==> config.mk <==
export PLATFORM = sky130hd
export DESIGN_NAME = rtu_return_unit
export DESIGN_NICKNAME = d
export VERILOG_FILES = /design/src/rtl/rtu_pkg.sv /design/src/rtl/rtu_decode.sv /design/src/rtl/rtu_return_unit.sv
export SDC_FILE = /design/constraint.sdc
export NUM_CORES = 1
export LEC_CHECK = 0
export BUFFER_PORTS_ARGS = -buffer_cell sky130_fd_sc_hd__buf_2
export CAP_MARGIN = 0
export CELL_PAD_IN_SITES_DETAIL_PLACEMENT = 0
export CELL_PAD_IN_SITES_GLOBAL_PLACEMENT = 2
export CORE_MARGIN = 4
export CORE_UTILIZATION = 23
export CTS_CLUSTER_DIAMETER = 100
export DETAILED_ROUTE_END_ITERATION = 10
export PLACE_DENSITY = 0.88
export SLEW_MARGIN = 10
export SYNTH_ARGS = -nofsm -noshare
export SYNTH_HDL_FRONTEND = slang
export SYNTH_SLANG_ARGS = --single-unit
==> constraint.sdc <==
create_clock -name clk_i -period 1.6 [get_ports clk_i]
set_input_delay 0.08 -clock clk_i [delete_from_list [all_inputs] [get_ports clk_i]]
set_output_delay 0.08 -clock clk_i [all_outputs]
set_load 0.01 [all_outputs]
==> src/rtl/rtu_pkg.sv <==
// rtu_pkg: constants, encodings and carrier types for the return instruction unit.
// assumes a 14-bit instruction word and a 13-bit program counter in the core around it.
package rtu_pkg;

  // ---------------------------------------------------------------------------
  // widths
  // ---------------------------------------------------------------------------
  localparam int unsigned INSN_W = 14;
  localparam int unsigned PC_W   = 13;
  localparam int unsigned DATA_W = 8;

  // ---------------------------------------------------------------------------
  // encodings of the three return forms (one program word each)
  // ---------------------------------------------------------------------------
  localparam logic [13:0] OPC_RETURN     = 14'h0008;
  localparam logic [13:0] OPC_RETFROMIRQ = 14'h0009;
  localparam logic [5:0]  OPC_RETLIT_HI  = 6'h0D;  // top six bits, low eight hold k
  localparam int unsigned RETLIT_HI_POS  = 8;

  // ---------------------------------------------------------------------------
  // interrupt control register layout, vectors, timing
  // ---------------------------------------------------------------------------
  localparam int unsigned GLOBAL_EN_POS = 7;
  localparam logic [7:0]  ICR_RESET    = 8'h00;
  localparam logic [7:0]  W_RESET      = 8'h00;
  localparam logic [12:0] IRQ_VECTOR   = 13'h0004;
  localparam logic [12:0] PC_RESET     = 13'h0000;
  localparam logic [1:0]  RET_CYCLES   = 2'h2;

  // one-hot sequencer state, and the kind of return being carried out
  typedef enum logic [3:0] {
    RTU_IDLE = 4'b0001,
    RTU_POP  = 4'b0010,
    RTU_LOAD = 4'b0100,
    RTU_WAKE = 4'b1000
  } rtu_state_type;

  typedef enum logic [1:0] {
    RTU_K_PLAIN = 2'h0,
    RTU_K_IRQ   = 2'h1,
    RTU_K_LIT   = 2'h2
  } rtu_kind_type;

  // decoded view of one instruction word
  typedef struct packed {
    logic        hit;
    logic [1:0]  kind;
    logic [7:0]  lit;
  } rtu_dec_type;

  // outputs towards the core
  typedef struct packed {
    logic        pc_load;
    logic [12:0] pc;
    logic        pop;
    logic        busy;
    logic [7:0]  w;
    logic [7:0]  icr;
    logic        wake;
  } rtu_out_type;

endpackage

==> src/rtl/rtu_decode.sv <==
// rtu_decode: combinational recogniser for the three return words.
// assumes the word at its input is a fully fetched instruction.
`timescale 1ns/1ps
module rtu_decode (
  input  wire logic [13:0]          insn_i,
  output rtu_pkg::rtu_dec_type      dec_o
);

  // ---------------------------------------------------------------------------
  // decode
  // ---------------------------------------------------------------------------
  // plain, interrupt and literal returns; none takes an operand word
  always_comb begin
    dec_o      = '0;
    dec_o.lit  = insn_i[7:0];
    if (insn_i == rtu_pkg::OPC_RETURN) begin
      dec_o.hit  = 1'b1;
      dec_o.kind = rtu_pkg::RTU_K_PLAIN;
    end else if (insn_i == rtu_pkg::OPC_RETFROMIRQ) begin
      dec_o.hit  = 1'b1;
      dec_o.kind = rtu_pkg::RTU_K_IRQ;
    end else if (insn_i[13:rtu_pkg::RETLIT_HI_POS] == rtu_pkg::OPC_RETLIT_HI) begin
      dec_o.hit  = 1'b1;
      dec_o.kind = rtu_pkg::RTU_K_LIT;
    end
  end

endmodule

==> src/rtl/rtu_return_unit.sv <==
// rtu_return_unit: carries out the return forms and the resume point after wake-up.
// assumes the core presents an instruction with insn_valid_i for one cycle, holds
// the return stack outside and supplies its top; power-down entry is outside.
//
// Operation
// - the interrupt return pops the stack and loads the pc from its top.
// - the interrupt return sets the global enable, bit 7 of the control register.
// - the interrupt return is one word with no operand and takes exactly two cycles.
// - the literal return loads the accumulator with its 8-bit operand.
// - the literal return also loads the pc from the stack top and takes two cycles.
// - the plain return pops into the pc in two cycles, leaving enable and accumulator.
// - after wake-up the pc goes to 0004h if interrupts are enabled, else runs on in line.
// - an enabled flag set during or after the sleep word wakes the core once it completes.
`timescale 1ns/1ps
module rtu_return_unit (
  input  wire logic        clk_i,
  input  wire logic        rst_b_i,
  input  wire logic        insn_valid_i,
  input  wire logic [13:0] insn_i,
  input  wire logic [12:0] stack_top_i,
  input  wire logic [12:0] pc_next_i,
  input  wire logic        sleeping_i,
  input  wire logic        sleep_done_i,
  input  wire logic        irq_pending_i,
  input  wire logic        icr_wr_i,
  input  wire logic [7:0]  icr_wdata_i,
  output logic             pc_load_o,
  output logic [12:0]      pc_o,
  output logic             stack_pop_o,
  output logic             busy_o,
  output logic [7:0]       accum_o,
  output logic [7:0]       interrupt_control_reg_o,
  output logic             wake_o
);

  // ---------------------------------------------------------------------------
  // state
  // ---------------------------------------------------------------------------
  typedef struct packed {
    rtu_pkg::rtu_state_type st;
    logic [1:0]             kind;
    rtu_pkg::rtu_out_type   o;
  } rtu_regs_type;

  rtu_regs_type         s_q;
  rtu_regs_type         s_d;
  rtu_pkg::rtu_dec_type dec;

  rtu_decode u_dec (
    .insn_i (insn_i),
    .dec_o  (dec)
  );

  // ---------------------------------------------------------------------------
  // next state
  // ---------------------------------------------------------------------------
  // cycle 1 pops and loads, cycle 2 is the flushed slot; wake resolves the resume point
  always_comb begin
    s_d            = s_q;
    s_d.o.pc_load  = 1'b0;
    s_d.o.pop      = 1'b0;
    s_d.o.wake     = 1'b0;
    if (icr_wr_i) begin
      s_d.o.icr = icr_wdata_i;
    end
    unique case (s_q.st)
      rtu_pkg::RTU_IDLE: begin
        if (sleeping_i && sleep_done_i && irq_pending_i) begin
          s_d.st     = rtu_pkg::RTU_WAKE;
          s_d.o.busy = 1'b1;
        end else if (insn_valid_i && dec.hit) begin
          s_d.st        = rtu_pkg::RTU_POP;
          s_d.kind      = dec.kind;
          s_d.o.busy    = 1'b1;
          s_d.o.pop     = 1'b1;
          s_d.o.pc_load = 1'b1;
          s_d.o.pc      = stack_top_i;
          if (dec.kind == rtu_pkg::RTU_K_LIT) begin
            s_d.o.w = dec.lit;
          end
          if (dec.kind == rtu_pkg::RTU_K_IRQ) begin
            s_d.o.icr[rtu_pkg::GLOBAL_EN_POS] = 1'b1;
          end
        end
      end
      rtu_pkg::RTU_POP: begin
        s_d.st = rtu_pkg::RTU_LOAD;
      end
      rtu_pkg::RTU_LOAD: begin
        s_d.st     = rtu_pkg::RTU_IDLE;
        s_d.o.busy = 1'b0;
      end
      rtu_pkg::RTU_WAKE: begin
        s_d.st        = rtu_pkg::RTU_IDLE;
        s_d.o.busy    = 1'b0;
        s_d.o.wake    = 1'b1;
        s_d.o.pc_load = 1'b1;
        s_d.o.pc      = s_q.o.icr[rtu_pkg::GLOBAL_EN_POS] ?
                        rtu_pkg::IRQ_VECTOR : pc_next_i;
      end
      default: begin
        s_d.st     = rtu_pkg::RTU_IDLE;
        s_d.o.busy = 1'b0;
      end
    endcase
  end

  // ---------------------------------------------------------------------------
  // registers
  // ---------------------------------------------------------------------------
  always_ff @(posedge clk_i) begin
    if (!rst_b_i) begin
      s_q.st   <= rtu_pkg::RTU_IDLE;
      s_q.kind <= 2'h0;
      s_q.o    <= '{pc_load: 1'b0, pc: rtu_pkg::PC_RESET, pop: 1'b0, busy: 1'b0,
                    w: rtu_pkg::W_RESET, icr: rtu_pkg::ICR_RESET, wake: 1'b0};
    end else begin
      s_q <= s_d;
    end
  end

  assign pc_load_o               = s_q.o.pc_load;
  assign pc_o                    = s_q.o.pc;
  assign stack_pop_o             = s_q.o.pop;
  assign busy_o                  = s_q.o.busy;
  assign accum_o                 = s_q.o.w;
  assign interrupt_control_reg_o = s_q.o.icr;
  assign wake_o                  = s_q.o.wake;
endmodule

==> metrics list, run 1 <==
- Result of the run: finished clean
- Internal power summed over all cells: roughly 1.6 mW
- Final weighted congestion in routability-driven placement: between 0.7 and 0.8
* Worst setup path class: reg2reg
* Top achievable clock speed: 661.9 MHz
- After synthesis, the netlist uses 30 different library cells.
* Clock-pin slew on the worst setup and hold paths: about 80 ps
* Final TNS setup: 0 ps
- The worst setup path is captured at a flop.
- The library cell used most frequently in the layout, excluding fill and tap cells, is sky130_fd_sc_hd__buf_2.
- For this run, the number of Yosys warnings is 0.
* Clock share of power: a little over two fifths
- The final count of hold timing violations was 0.
- In this run the tightest slew margin relative to its limit is a little over two fifths.
- Measured in cells, the most critical reg-to-reg path has a length of 5.
- Walking the worst path, the cells encountered are or4b_4, nor3_4, buf_12, nand2_1, nand3_1.
- Overall die height: just under 100 microns
- In this run the critical register-to-register path is captured at pc_o[11]$_SDFFE_PN0P_.
* Grt total ovfl: 0
- The net count of the finished layout is 340.
- Number of buffers on the longest clock path: 2
- Crit-path slowest cell: sky130_fd_sc_hd__or4b_4
- The worst register-to-register path begins at s_q[37]$_SDFFE_PN0P_.
- The cell count after synthesis came out at roughly 210.
- During placement, the flow inserted port buffers numbering 87.
- Horizontal die dimension: 97.03 microns
- Across the run, the number of max-cap violations was 0.
* Area of the mapped netlist: ~1800 sq um
* Depth of the critical timing path with buffers and inverters included: 5
- Setup violations remaining at the end of the flow were counted as 0.
* Insertion delay of the later-clocked pin in the worst-skew pair: about 280 ps
- The via count of the first global-routing pass came to 1605.
* Layout cells sized above 1: between 40% and 50%
* Clock Skew: 3.872 ps
* Register bit count reported by yosys: 37
- The total area inside the core boundary comes to 7727 sq um.
- After layout, the worst path uses between 90% and 100% of the clock period.
* Number of levels the H-tree was split into: 2
- Worst endpoint required time: around 1800 ps
- The detailed router finished its first iteration with slightly above 100 violations.
* Post-detailed-route count of antenna-violating nets: 0
- Fraction of the yosys area taken by sequential cells: about two fifths
* Time the final worst path needs with I/O delays and setup: 1511 ps
* Mean post-synth cell area: about 8.7 sq um
- The final layout contains routed wiring with a total length of approximately 5300 microns.
- Post-DP HPWL: 3940 microns
- Per report_power, the combinational group accounts for around 12% of the total.
- Maximum VDD drop: 0.0003309 V
- Top cell family by delay on the critical path: simple AND/OR/NAND/NOR gates
- Worst setup path startpoint: s_q[37]$_SDFFE_PN0P_
- Number of placement rows: 32
* Leak Pwr: ~1.1 nW
* Sw power: between 400 and 500 uW
- Maximum number of pins on one net before global-route repair: 22
* Kind of start point of the critical path: flop
- Sequential group share of total power: a little under half
- Vias: ~1700
- For this configuration, the core starts out at a cell density of between 20% and 30%.
* Area enclosed by the die boundary: roughly 9400 sq um
- Min-Delay Path Class: in2reg
* Crit path capture: pc_o[11]$_SDFFE_PN0P_
- Compared with the post-synthesis result, the final layout area differs by 34.93%.
- The initial antenna violation count was 0.
- On the worst path, the slowest cell contributes a delay of around 580 ps.
- Number of diodes added for antenna fixing: 0
- The first global-routing pass estimated just over 8000 microns of wire.
- Most frequent cells in the layout: 87 x sky130_fd_sc_hd__buf_2, 37 x sky130_fd_sc_hd__dfxtp_1, 25 x sky130_fd_sc_hd__nand3_1, 23 x sky130_fd_sc_hd__nand2_1, 14 x sky130_fd_sc_hd__buf_4
- Dividing the detail-routed wire length by the instance count gives 13.67 microns.
* Fin. max-slew vios: 0
- Power per cell area: between 800 and 900 nW/um^2
- The tree is rooted in a sky130_fd_sc_hd__clkbuf_8.
- The number of nets handed over by synthesis was about 260.
- Buffers inserted during clock tree synthesis total 5.
* Final core occ: 31.83%
* Clock tree from TritonCTS: done
- GRT Total Usage: 10.89%
* Number of buffer and inverter stages on the critical path: 1
* Switching Fraction: around 23%
- Setup repair after global routing missed its margin: false
- Avg Vias per Cell: 4.464
* DRC viols: 0
* Maximum net fanout on the critical path: 10
- For the pin with the worst max-slew slack, the measured transition is around 840 ps.
- Pre-Repair DR Iteration Count: 5
- Critical Path AT: 1740 ps
* Number of I/O pins: a little under 90
* Number of clock sinks: 37
* Setup slack of the most critical reg-to-reg path: 90 ps
## what timing repair did
item / 4_1_cts / 5_1_grt
setup buffers: 0 / 1
hold endpoints to repair: 12 / 0
hold buffers: 12 / 0
resized for setup: 0 / 1
endpoints found under the setup margin: 0 / 3
## power groups by stage
stage          clock network, mW  registers, mW  logic [mW]
2_1_floorplan                  0          0.974       0.116
3_3_place_gp                   0          0.973       0.214
3_5_place_dp                   0          0.974       0.215
4_1_cts                    0.882          0.952       0.239
5_1_grt                    0.911          0.955       0.261
6_report                   0.849          0.952       0.237
## final cells by class
cell class	count	area [sq um]
inverters	1	3.754
repair buffers	114	680.7
clock inverters	1	30.03
clock buffers	7	86.33
flip-flops and latches	37	740.7
multi-input cells	126	790.8
fillers	835	5268
well taps	102	127.6
## synthesized netlist by cell type
master / instances / share of area (%)
sky130_fd_sc_hd__and3_1: 3 / 1.0
sky130_fd_sc_hd__nand2_1: 23 / 4.7
sky130_fd_sc_hd__buf_1: 1 / 0.21
sky130_fd_sc_hd__or4b_1: 1 / 0.55
sky130_fd_sc_hd__nor2b_1: 1 / 0.34
sky130_fd_sc_hd__buf_4: 30 / 12
sky130_fd_sc_hd__o2111ai_1: 12 / 5.8
sky130_fd_sc_hd__a21oi_1: 11 / 3.0
sky130_fd_sc_hd__o211ai_1: 1 / 0.41
sky130_fd_sc_hd__xor2_1: 1 / 0.48
sky130_fd_sc_hd__inv_1: 1 / 0.21
sky130_fd_sc_hd__clkbuf_1: 6 / 1.2
sky130_fd_sc_hd__nand4_1: 13 / 4.5
sky130_fd_sc_hd__nor4b_2: 2 / 1.6
sky130_fd_sc_hd__nor3_4: 1 / 0.89
sky130_fd_sc_hd__o21ai_0: 1 / 0.27
sky130_fd_sc_hd__buf_2: 7 / 1.9
sky130_fd_sc_hd__nor3_1: 2 / 0.55
sky130_fd_sc_hd__a311oi_1: 1 / 0.48
sky130_fd_sc_hd__a31o_2: 2 / 0.96
sky130_fd_sc_hd__dfxtp_1: 37 / 41
sky130_fd_sc_hd__mux2i_1: 8 / 4.4
sky130_fd_sc_hd__nand3_1: 25 / 6.9
sky130_fd_sc_hd__nor4_1: 1 / 0.34
sky130_fd_sc_hd__nor2_1: 11 / 2.3
sky130_fd_sc_hd__a31oi_1: 2 / 0.69
sky130_fd_sc_hd__nor4b_4: 1 / 1.3
sky130_fd_sc_hd__nor4b_1: 2 / 0.96
sky130_fd_sc_hd__buf_6: 1 / 0.62
sky130_fd_sc_hd__nor3b_1: 1 / 0.41
## worst min path at each step
stage,start,to,depth (start not counted)
after floorplan,pc_next_i[0],pc_o[0]$_SDFFE_PN0P_,2
after global placement,pc_next_i[6],pc_o[6]$_SDFFE_PN0P_,3
after detailed placement,pc_next_i[6],pc_o[6]$_SDFFE_PN0P_,3
after CTS,icr_wdata_i[0],interrupt_control_reg_o[0]$_SDFFE_PN0P_,3
after global routing,insn_i[4],accum_o[4]$_SDFFE_PN0P_,3
final,icr_wdata_i[0],interrupt_control_reg_o[0]$_SDFFE_PN0P_,3
## cell families after synthesis
logic type                synth area share (%)
AOI/OAI and AO/OA                        11.60
buffers and inverters                    16.54
xor gates and xnor gates                0.4805
and+or+nand+nor                          26.36
muxes                                    4.393
DFF                                      40.63
## metrics by stage
step | cells | area (sq um) | hold slack (ps) | total power, mW | setup slack (ps)
after floorplan | 209 | 1823 | 189.0 | 1.089 | 142.7
after global placement | 367 | 2212 | 277.9 | 1.187 | 63.33
after detailed placement | 367 | 2212 | 282.6 | 1.189 | 65.98
after CTS | 387 | 2449 | 20.93 | 2.073 | 35.25
after global routing | 388 | 2460 | 39.67 | 2.127 | 12.71
final | 388 | 2460 | 29.43 | 2.038 | 89.16
## flip-flops by register name, summed over array words and instances (netlist names)
name                     count
wake_o                       1
interrupt_control_reg_o      8
busy_o                       1
accum_o                      8
pc_o                        13
stack_pop_o                  1
pc_load_o                    1
s_q                          4
## worst reg2reg max path, cell delays in order (launching register included)
cell and delay, ps:
sky130_fd_sc_hd__dfxtp_1 370, sky130_fd_sc_hd__or4b_4 580, sky130_fd_sc_hd__nor3_4 230, sky130_fd_sc_hd__buf_12 160, sky130_fd_sc_hd__nand2_1 70, sky130_fd_sc_hd__nand3_1 60
## routing by layer
layer	global-route usage [%]	part of all wire [%]
met5	0	0
met4	2.916	0.45
met3	3.317	5.8
met2	17.94	49
met1	13.80	45
Power figures use the tool's default switching activity.
==> run 2: changes to the inputs <==
Settings changed: PLACE_DENSITY 0.88 to 0.87, SYNTH_HIERARCHICAL set to 1.
==> run 2 against run 1 <==
Compared with the run above: the run now ends with negative setup slack left; sequential cell count did not move; sequential power barely moved; combinational power decreased by 10%; maximum frequency fell by 9.7%; global-route usage is 0.87 points lower; worst hold slack got worse by 13 ps; final area shrank 3.0%; die area is 1.1% lower; synthesized area down 1.2%.
==> metrics list, run 2 <==
* Largest register FFs: 13
- The initial antenna violation count is 0.
* Overall die height: 96.51 microns
- Of the post-synthesis cell area, the dominant cell type holds about two fifths.
- Worst setup path class: in2reg
- The longest clock path from root to sink contains 2 buffers.
* DRC viols: 0
- Final routed wirelength across all metal layers: 4613 microns
- Avg Vias per Cell: 4.205
- Fraction of the yosys area taken by sequential cells: 41.11%
* Crit Reg-Reg Endpoint: pc_o[0]$_SDFFE_PN0P_
- The core region is about 7700 sq um.
- After synthesis, the share of flip-flops with an asynchronous set or reset is 0%.
- For the worst setup path, the data required time is 1770 ps.
* Post-synthesis cell type count: 34
* Worst Setup Slack, final: -72.72 ps
- Result of the run: finished, violations left
- Post-detailed-route count of antenna-violating nets: 0
- Maximum net fanout on the critical path: 6
* Clock-pin slew on the worst setup and hold paths: around 70 ps
- Relative to the synthesized area, the layout overhead comes to 32.43%.
- The signal on the critical path passes through buf_8, nor4_4, nand4b_1, a21boi_1, nand2_2, o31a_1, o31a_4, a221o_1.
- Total of buffers placed on input and output ports: 87
* Insertion delay of the later-clocked pin in the worst-skew pair: 280 ps
* Starting DRC count in detailed routing: 22
* Post-route cell area: roughly 2400 sq um
- Final weighted congestion in routability-driven placement: 0.7200
- Synth cell count leaders: 37 x sky130_fd_sc_hd__buf_4, 37 x sky130_fd_sc_hd__dfxtp_1, 14 x sky130_fd_sc_hd__and2_1
- STA puts the critical path data arrival time at between 1500 and 2000 ps.
* Clock Skew: around 2.8 ps
- Worst-case reg-to-reg path depth: 4
* Post-DP HPWL: ~3500 microns
- Setup slack of the most critical reg-to-reg path: -20 ps
* Vias: ~1500
- Derived from the worst setup path, the maximum achievable clock frequency is 597.8 MHz.
- Crit-path slowest cell: sky130_fd_sc_hd__o31a_4
- Maximum number of pins on one net before global-route repair: 31
- Number of clock sinks: 37
* Syn Inst Count: roughly 190
- The via count of the first global-routing pass came to 1543.
* Top cells by area, synth: sky130_fd_sc_hd__dfxtp_1 41%, sky130_fd_sc_hd__buf_4 15%, sky130_fd_sc_hd__a221o_1 6.7%
- The first detailed-routing pass took 3 iterations.
- Final core occ: a little under a third
- After detailed routing, the average wire length per cell comes to 12.78 microns.
- Worst max-slew margin expressed relative to the limit: a little over two thirds
- The average instance in the mapped netlist occupies ~9.6 sq um.
- Setup bufs post-CTS: 0
- Power spread over the standard cell area amounts to 751.9 nW/um^2.
- TritonCTS built the clock tree.
- The final count of hold timing violations was 0.
- Transition at the pin with the smallest max-transition slack: 447.4 ps
- Measured along the x axis, the die boundary spans between 90 and 100 microns.
- Total clock buffers created by CTS: 5
- Wire length of the first global-routing pass: 7210 microns
* Number of synthesis warnings: 6
* Leak Pwr: 1.112 nW
- The max-slew violation count came to 0.
* Most common library cell in the layout ignoring fill and taps: sky130_fd_sc_hd__buf_2
* Delay of the slowest cell on the worst path: roughly 340 ps
* Number of placement rows: 32
- Dividing the final minimum period by the clock period gives 104.5%.
- Critical register-to-register path startpoint: s_q[38]$_SDFFE_PN0P_
* Failing checks: negative setup slack
* Worst setup path startpoint: insn_i[5]
- Number of I/O pins: between 80 and 90
- The H-tree was split into 2 levels.
* Number of flops mapped to enable cells by yosys: 0
- The kind of cell with the highest combined delay along the critical path is compound AO/OA/AOI/OAI gates.
- Worst hold path cell count: 2
- GRT Total Usage: 10.02%
* Area of the mapped netlist: ~1800 sq um
* Endpoint of the worst hold path: pc_o[1]$_SDFFE_PN0P_
- Post-synth net total: roughly 240
* Area enclosed by the die boundary: 9313 sq um
- Max-cap violations in this run came to 0.
- Layout cells sized above 1: approximately half
- The worst setup path is launched from an input port.
- STA classifies the critical path endpoint as a flop.
- Setup violations, final: 12
- Dominant register cell in the synthesized netlist: sky130_fd_sc_hd__dfxtp_1
* Net count, final: ~310
- Clock tree root buffer cell: sky130_fd_sc_hd__clkbuf_8
- The biggest area contributor in the post-synthesis netlist is sky130_fd_sc_hd__dfxtp_1.
- Placed Instance Area: between 2000 and 2500 sq um
- Time the final worst path needs with I/O delays and setup: about 1700 ps
- Most frequent cells in the layout: 83 x sky130_fd_sc_hd__buf_2, 37 x sky130_fd_sc_hd__dfxtp_1, 19 x sky130_fd_sc_hd__buf_4, 14 x sky130_fd_sc_hd__and2_1, 12 x sky130_fd_sc_hd__a221o_1
* Number of diodes added for antenna fixing: 0
- Effective utilization at floorplan: 23.44%
- Register bit count reported by yosys: 37
- Grt total ovfl: 0
- VDD sags by at most about 0.00028 V.
* Setup repair after global routing missed its margin: true
- Min-Delay Path Class: in2reg
- The worst hold path begins at stack_top_i[1].
- Together, buffers and inverters on the worst path number 1.
[run 2: cell types whose count changed after synthesis, sizes merged, moves of 9 or more]
cell     before  now
nand4        13    0
a221o         0   12
and2          0   15
o21ai         1   10
nand2        23   11
nand3        25   10
a21oi        11    1
o2111ai      12    0
[run 2: layout make-up]
class	instances	area, sq um
Clock buffer	6	72.57
Clock inverter	2	10.01
Fill cell	838	5301
Multi-Input combinational cell	107	808.3
Sequential cell	37	740.7
Tap cell	102	127.6
Timing Repair Buffer	107	626.9
[run 2: logic make-up (layout without fill, tap and decap cells)]
| kind of cell | count (synthesis) | after routing | synth area share (%) |
|---|---|---|---|
| and+or+nand+nor | 68 | 68 | 22.64 |
| buffers and inverters | 45 | 115 | 18.40 |
| DFF | 37 | 37 | 41.11 |
| AOI/OAI and AO/OA | 30 | 31 | 13.40 |
| muxes | 8 | 8 | 4.445 |
[run 2: worst max-delay path by stage]
| stage | slack [ps] | endpoint | depth (start not counted) |
|---|---|---|---|
| after floorplan | -220 | pc_o[10]$_SDFFE_PN0P_ | 8 |
| after global placement | -460 | pc_o[0]$_SDFFE_PN0P_ | 8 |
| after detailed placement | -500 | pc_o[0]$_SDFFE_PN0P_ | 8 |
| after CTS | -70 | pc_o[0]$_SDFFE_PN0P_ | 8 |
| after global routing | -160 | pc_o[0]$_SDFFE_PN0P_ | 8 |
| final | -70 | pc_o[0]$_SDFFE_PN0P_ | 8 |
[run 2: repair_timing]
item                       in CTS  in global routing
hold buffers                    0                  0
pin swaps                       2                  2
gates cloned                    1                  0
setup endpoints to repair      12                 14
resized for setup               7                  6
[run 2: layer usage]
| layer | GRT usage (%) | up-vias | share of wire, % | routed length, microns |
|---|---|---|---|---|
| li1 | - | 766 | - | - |
| met1 | 12.11 | 687 | 45 | 2068 |
| met2 | 17.47 | 59 | 46 | 2102 |
| met3 | 2.866 | 6 | 8.6 | 399 |
| met4 | 2.453 | 0 | 0.91 | 42 |
| met5 | 0 | - | 0 | 0 |
[run 2: per-stage QoR]
stage	hold WS [ps]	cells	TNS [ps]	setup WS (ps)	power, mW
5_1_grt	7.833	361	-1494	-155.8	1.883
3_5_place_dp	307.6	352	-7242	-495.4	1.170
2_1_floorplan	218.9	188	-2412	-218.1	1.085
6_report	16.45	361	-476.5	-72.72	1.794
4_1_cts	4.542	361	-796.9	-74.87	1.832
3_3_place_gp	303.5	352	-6819	-462.2	1.165
[run 2: power by group]
| part | internal (mW) | switching (mW) |
|---|---|---|
| logic | 0.118 | 0.0950 |
| registers | 0.939 | 0.0107 |
| clock network | 0.302 | 0.329 |
| total | 1.36 | 0.434 |
==> run 3: changes to the inputs <==
Settings changed: CORE_UTILIZATION 23 to 26, PLACE_DENSITY 0.87 to 0.77.
Clock period 1.6 ns to 1.7 ns, I/O delays scaled along.
==> run 3 against run 2 <==
Compared with the run above: the flow now finishes without violations; highest routed layer unchanged; count of clock-buffer cells in the layout down 1; register-to-register slack better by 80 ps; global-route usage about the same; sequential cell count unchanged; combinational power down 15%; clock power up 21%; sequential share of layout area up 1.2 points; power up 2.4%; clock skew up 5.2 ps; critical endpoint is now pc_o[11]$_SDFFE_PN0P_; final area down 3.7%; die area down 11%; first-iteration DRC count up 77%.
==> metrics list, run 3 (synthesized netlist as in run 2, its figures left out) <==
* Result of the run: finished clean
- Area Growth Syn to Fin: 27.57%
* Critical register-to-register path startpoint: s_q[36]$_SDFFE_PN0P_
- Crit end category: flop
- The share of total power dissipated in combinational logic is under 10%.
* DRC viols: 0
- Insertion delay of the later-clocked pin in the worst-skew pair: 280 ps
- Worst Setup Slack, final: between 30 and 40 ps
- Initial antenna violation count: 0
* Sw power: around 420 uW
* Setup violations, final: 0
- Of the total power, the clock network draws 41.5%.
- Power per cell area: around 800 nW/um^2
- Clock Skew: 7.982 ps
- Setup repair after global routing missed its margin: true
- Setup Slack @ Placement: -364.1 ps
- During I/O placement, the number of pins put on the boundary was 88.
- Worst endpoint required time: 1880 ps
* Final routed wirelength across all metal layers: between 4000 and 5000 microns
- Leak Pwr: around 1.1 nW
- Maximum number of pins on one net before global-route repair: 19
- Number of hold-slack violations in the final timing report: 0
- For the worst setup path, the data arrival time is 1840 ps.
- In this run the vertical extent of the chip is 91.25 microns.
* Effective utilization at floorplan: a little over a quarter
- Transition at the pin with the smallest max-transition slack: 379.1 ps
- The tightest min-delay check is of the in2reg type.
- After layout, the worst path uses 97.74% of the clock period.
* Delay of the slowest cell on the worst path: 340 ps
- The die covers around 8300 sq um.
- After clock tree synthesis, the setup repair step added 0 buffers.
- Kind of start point of the critical path: input port
* Starting DRC count in detailed routing: 39
* Horizontal die dimension: ~91 microns
- Counting every sink on the clock net gives 37.
- Routed length per instance: around 13 microns
- The count of nets left with antenna violations once routing finished came out at 0.
* Clock tree root buffer cell: sky130_fd_sc_hd__clkbuf_8
* Maximum VDD drop: roughly 0.00028 V
- At the end of routability-driven placement, the weighted congestion stood at 0.7442.
- Number of buffers on the longest clock path: 2
* Pre-Repair DR Iteration Count: 4
- After legalization and detailed placement, the total HPWL measured 3290 microns.
- The worst setup path is of the in2reg kind.
- The library cell used most frequently in the layout, excluding fill and tap cells, is sky130_fd_sc_hd__buf_2.
- Tracing the worst setup path back leads to its startpoint at insn_i[1].
* Number of maximum-capacitance violations: 0
* Worst max-slew margin expressed relative to the limit: 74.50%
- The design draws between 1.5 and 2 mW.
* Switching Fraction: 22.67%
- Internal power summed over all cells: 1.421 mW
* Number of levels the H-tree was split into: 2
- Along the worst path, the maximum fanout reaches 6.
- Number of global-route vias before repair: 1429
* Clock tree from TritonCTS: done
* Setup slack of the most critical reg-to-reg path: approximately 60 ps
* Total of buffers placed on input and output ports: 87
* Largest register FFs: 13
- In this run the core area contains 30 standard-cell rows.
* Crit-path slowest cell: sky130_fd_sc_hd__o31a_4
* Sequential group share of total power: between 40% and 50%
* Most frequent cells in the layout: 85 x sky130_fd_sc_hd__buf_2, 37 x sky130_fd_sc_hd__dfxtp_1, 14 x sky130_fd_sc_hd__and2_1, 12 x sky130_fd_sc_hd__a221o_1
- Counting the fill cells in the layout gives approximately 730.
- Clock-pin slew was measured on the worst setup and hold paths at roughly 80 ps.
- The number of antenna diodes in the final layout is 0.
* Crit path capture: pc_o[11]$_SDFFE_PN0P_
- Worst-case reg-to-reg path depth: 4
- In the routed layout, each cell is associated on average with a via count of roughly 4.4.
* Total core area: 6756 sq um
* Net count, final: around 310
- Time the final worst path needs with I/O delays and setup: approximately 1700 ps
- Fin. max-slew vios: 0
* Layout cells sized above 1: 47.81%
- Across all layers, the routed design uses about 1500 vias.
- GRT Total Usage: about a tenth
- Crit Reg-Reg Endpoint: pc_o[5]$_SDFFE_PN0P_
* Top achievable clock speed: 601.8 MHz
- Worst path cell trace: buf_2, nor4_4, nand4b_1, a21boi_2, nand2_2, o31a_1, o31a_4, a221o_1
* Wire length of the first global-routing pass: approximately 6600 microns
- Grt total ovfl: 0
- Total clock buffers created by CTS: 5
[run 3: metrics by stage]
stage	cell area (sq um)	utilization, %	instances	setup TNS [ps]	hold slack [ps]
after floorplan	1832	-	188	-1235	223.9
after global placement	2125	31.44	321	-4670	307.5
after detailed placement	2125	31.44	321	-5245	316.5
after CTS	2246	33.24	329	0	6.049
after global routing	2298	34.02	331	-349.7	0.7964
final	2298	34.02	331	0	17.86
[run 3: power by group through the flow]
stage | registers [mW] | logic (mW) | clock network (mW)
6_report | 0.893 | 0.182 | 0.762
5_1_grt | 0.897 | 0.203 | 0.849
4_1_cts | 0.894 | 0.174 | 0.806
3_5_place_dp | 0.914 | 0.172 | 0
3_3_place_gp | 0.914 | 0.170 | 0
2_1_floorplan | 0.913 | 0.108 | 0
[run 3: worst min-delay path by stage]
stage / slack (ps) / end / cells past startpoint / startpoint
CTS: 6 / pc_o[10]$_SDFFE_PN0P_ / 2 / stack_top_i[10]
detailed placement: 320 / pc_o[11]$_SDFFE_PN0P_ / 2 / stack_top_i[11]
finish: 20 / pc_o[10]$_SDFFE_PN0P_ / 2 / stack_top_i[10]
global placement: 310 / pc_o[10]$_SDFFE_PN0P_ / 2 / stack_top_i[10]
floorplan: 220 / pc_o[0]$_SDFFE_PN0P_ / 1 / stack_top_i[0]
global route: 0.8 / pc_o[7]$_SDFFE_PN0P_ / 2 / stack_top_i[7]
[run 3: metal layers]
layer | wire [microns] | track usage [%]
met1 | 1898 | 11.53
met4 | 46 | 3.769
met2 | 2129 | 16.92
met3 | 280 | 3.811
met5 | 0 | 0
[run 3: worst max-delay path, delay by kind of cell]
family / cells / cell delay, ps
AOI/OAI and AO/OA: 4 / 1140
and+or+nand+nor: 3 / 500
buffers and inverters: 1 / 120
[run 3: what timing repair did]
item | 4_1_cts | 5_1_grt
hold buffers | 0 | 1
pin swaps | 0 | 2
endpoints found under the setup margin | 12 | 13
gates resized for setup | 2 | 6
cloned | 0 | 1
endpoints found under the hold margin | 0 | 1
[run 3: layout make-up]
class	count	area (sq um)	area share, %
Sequential cell	37	740.7	32.23
Clock buffer	5	68.82	2.994
Multi-Input combinational cell	107	792.0	34.46
Tap cell	80	100.1	4.355
Timing Repair Buffer	99	553.0	24.06
Clock inverter	3	43.79	1.905
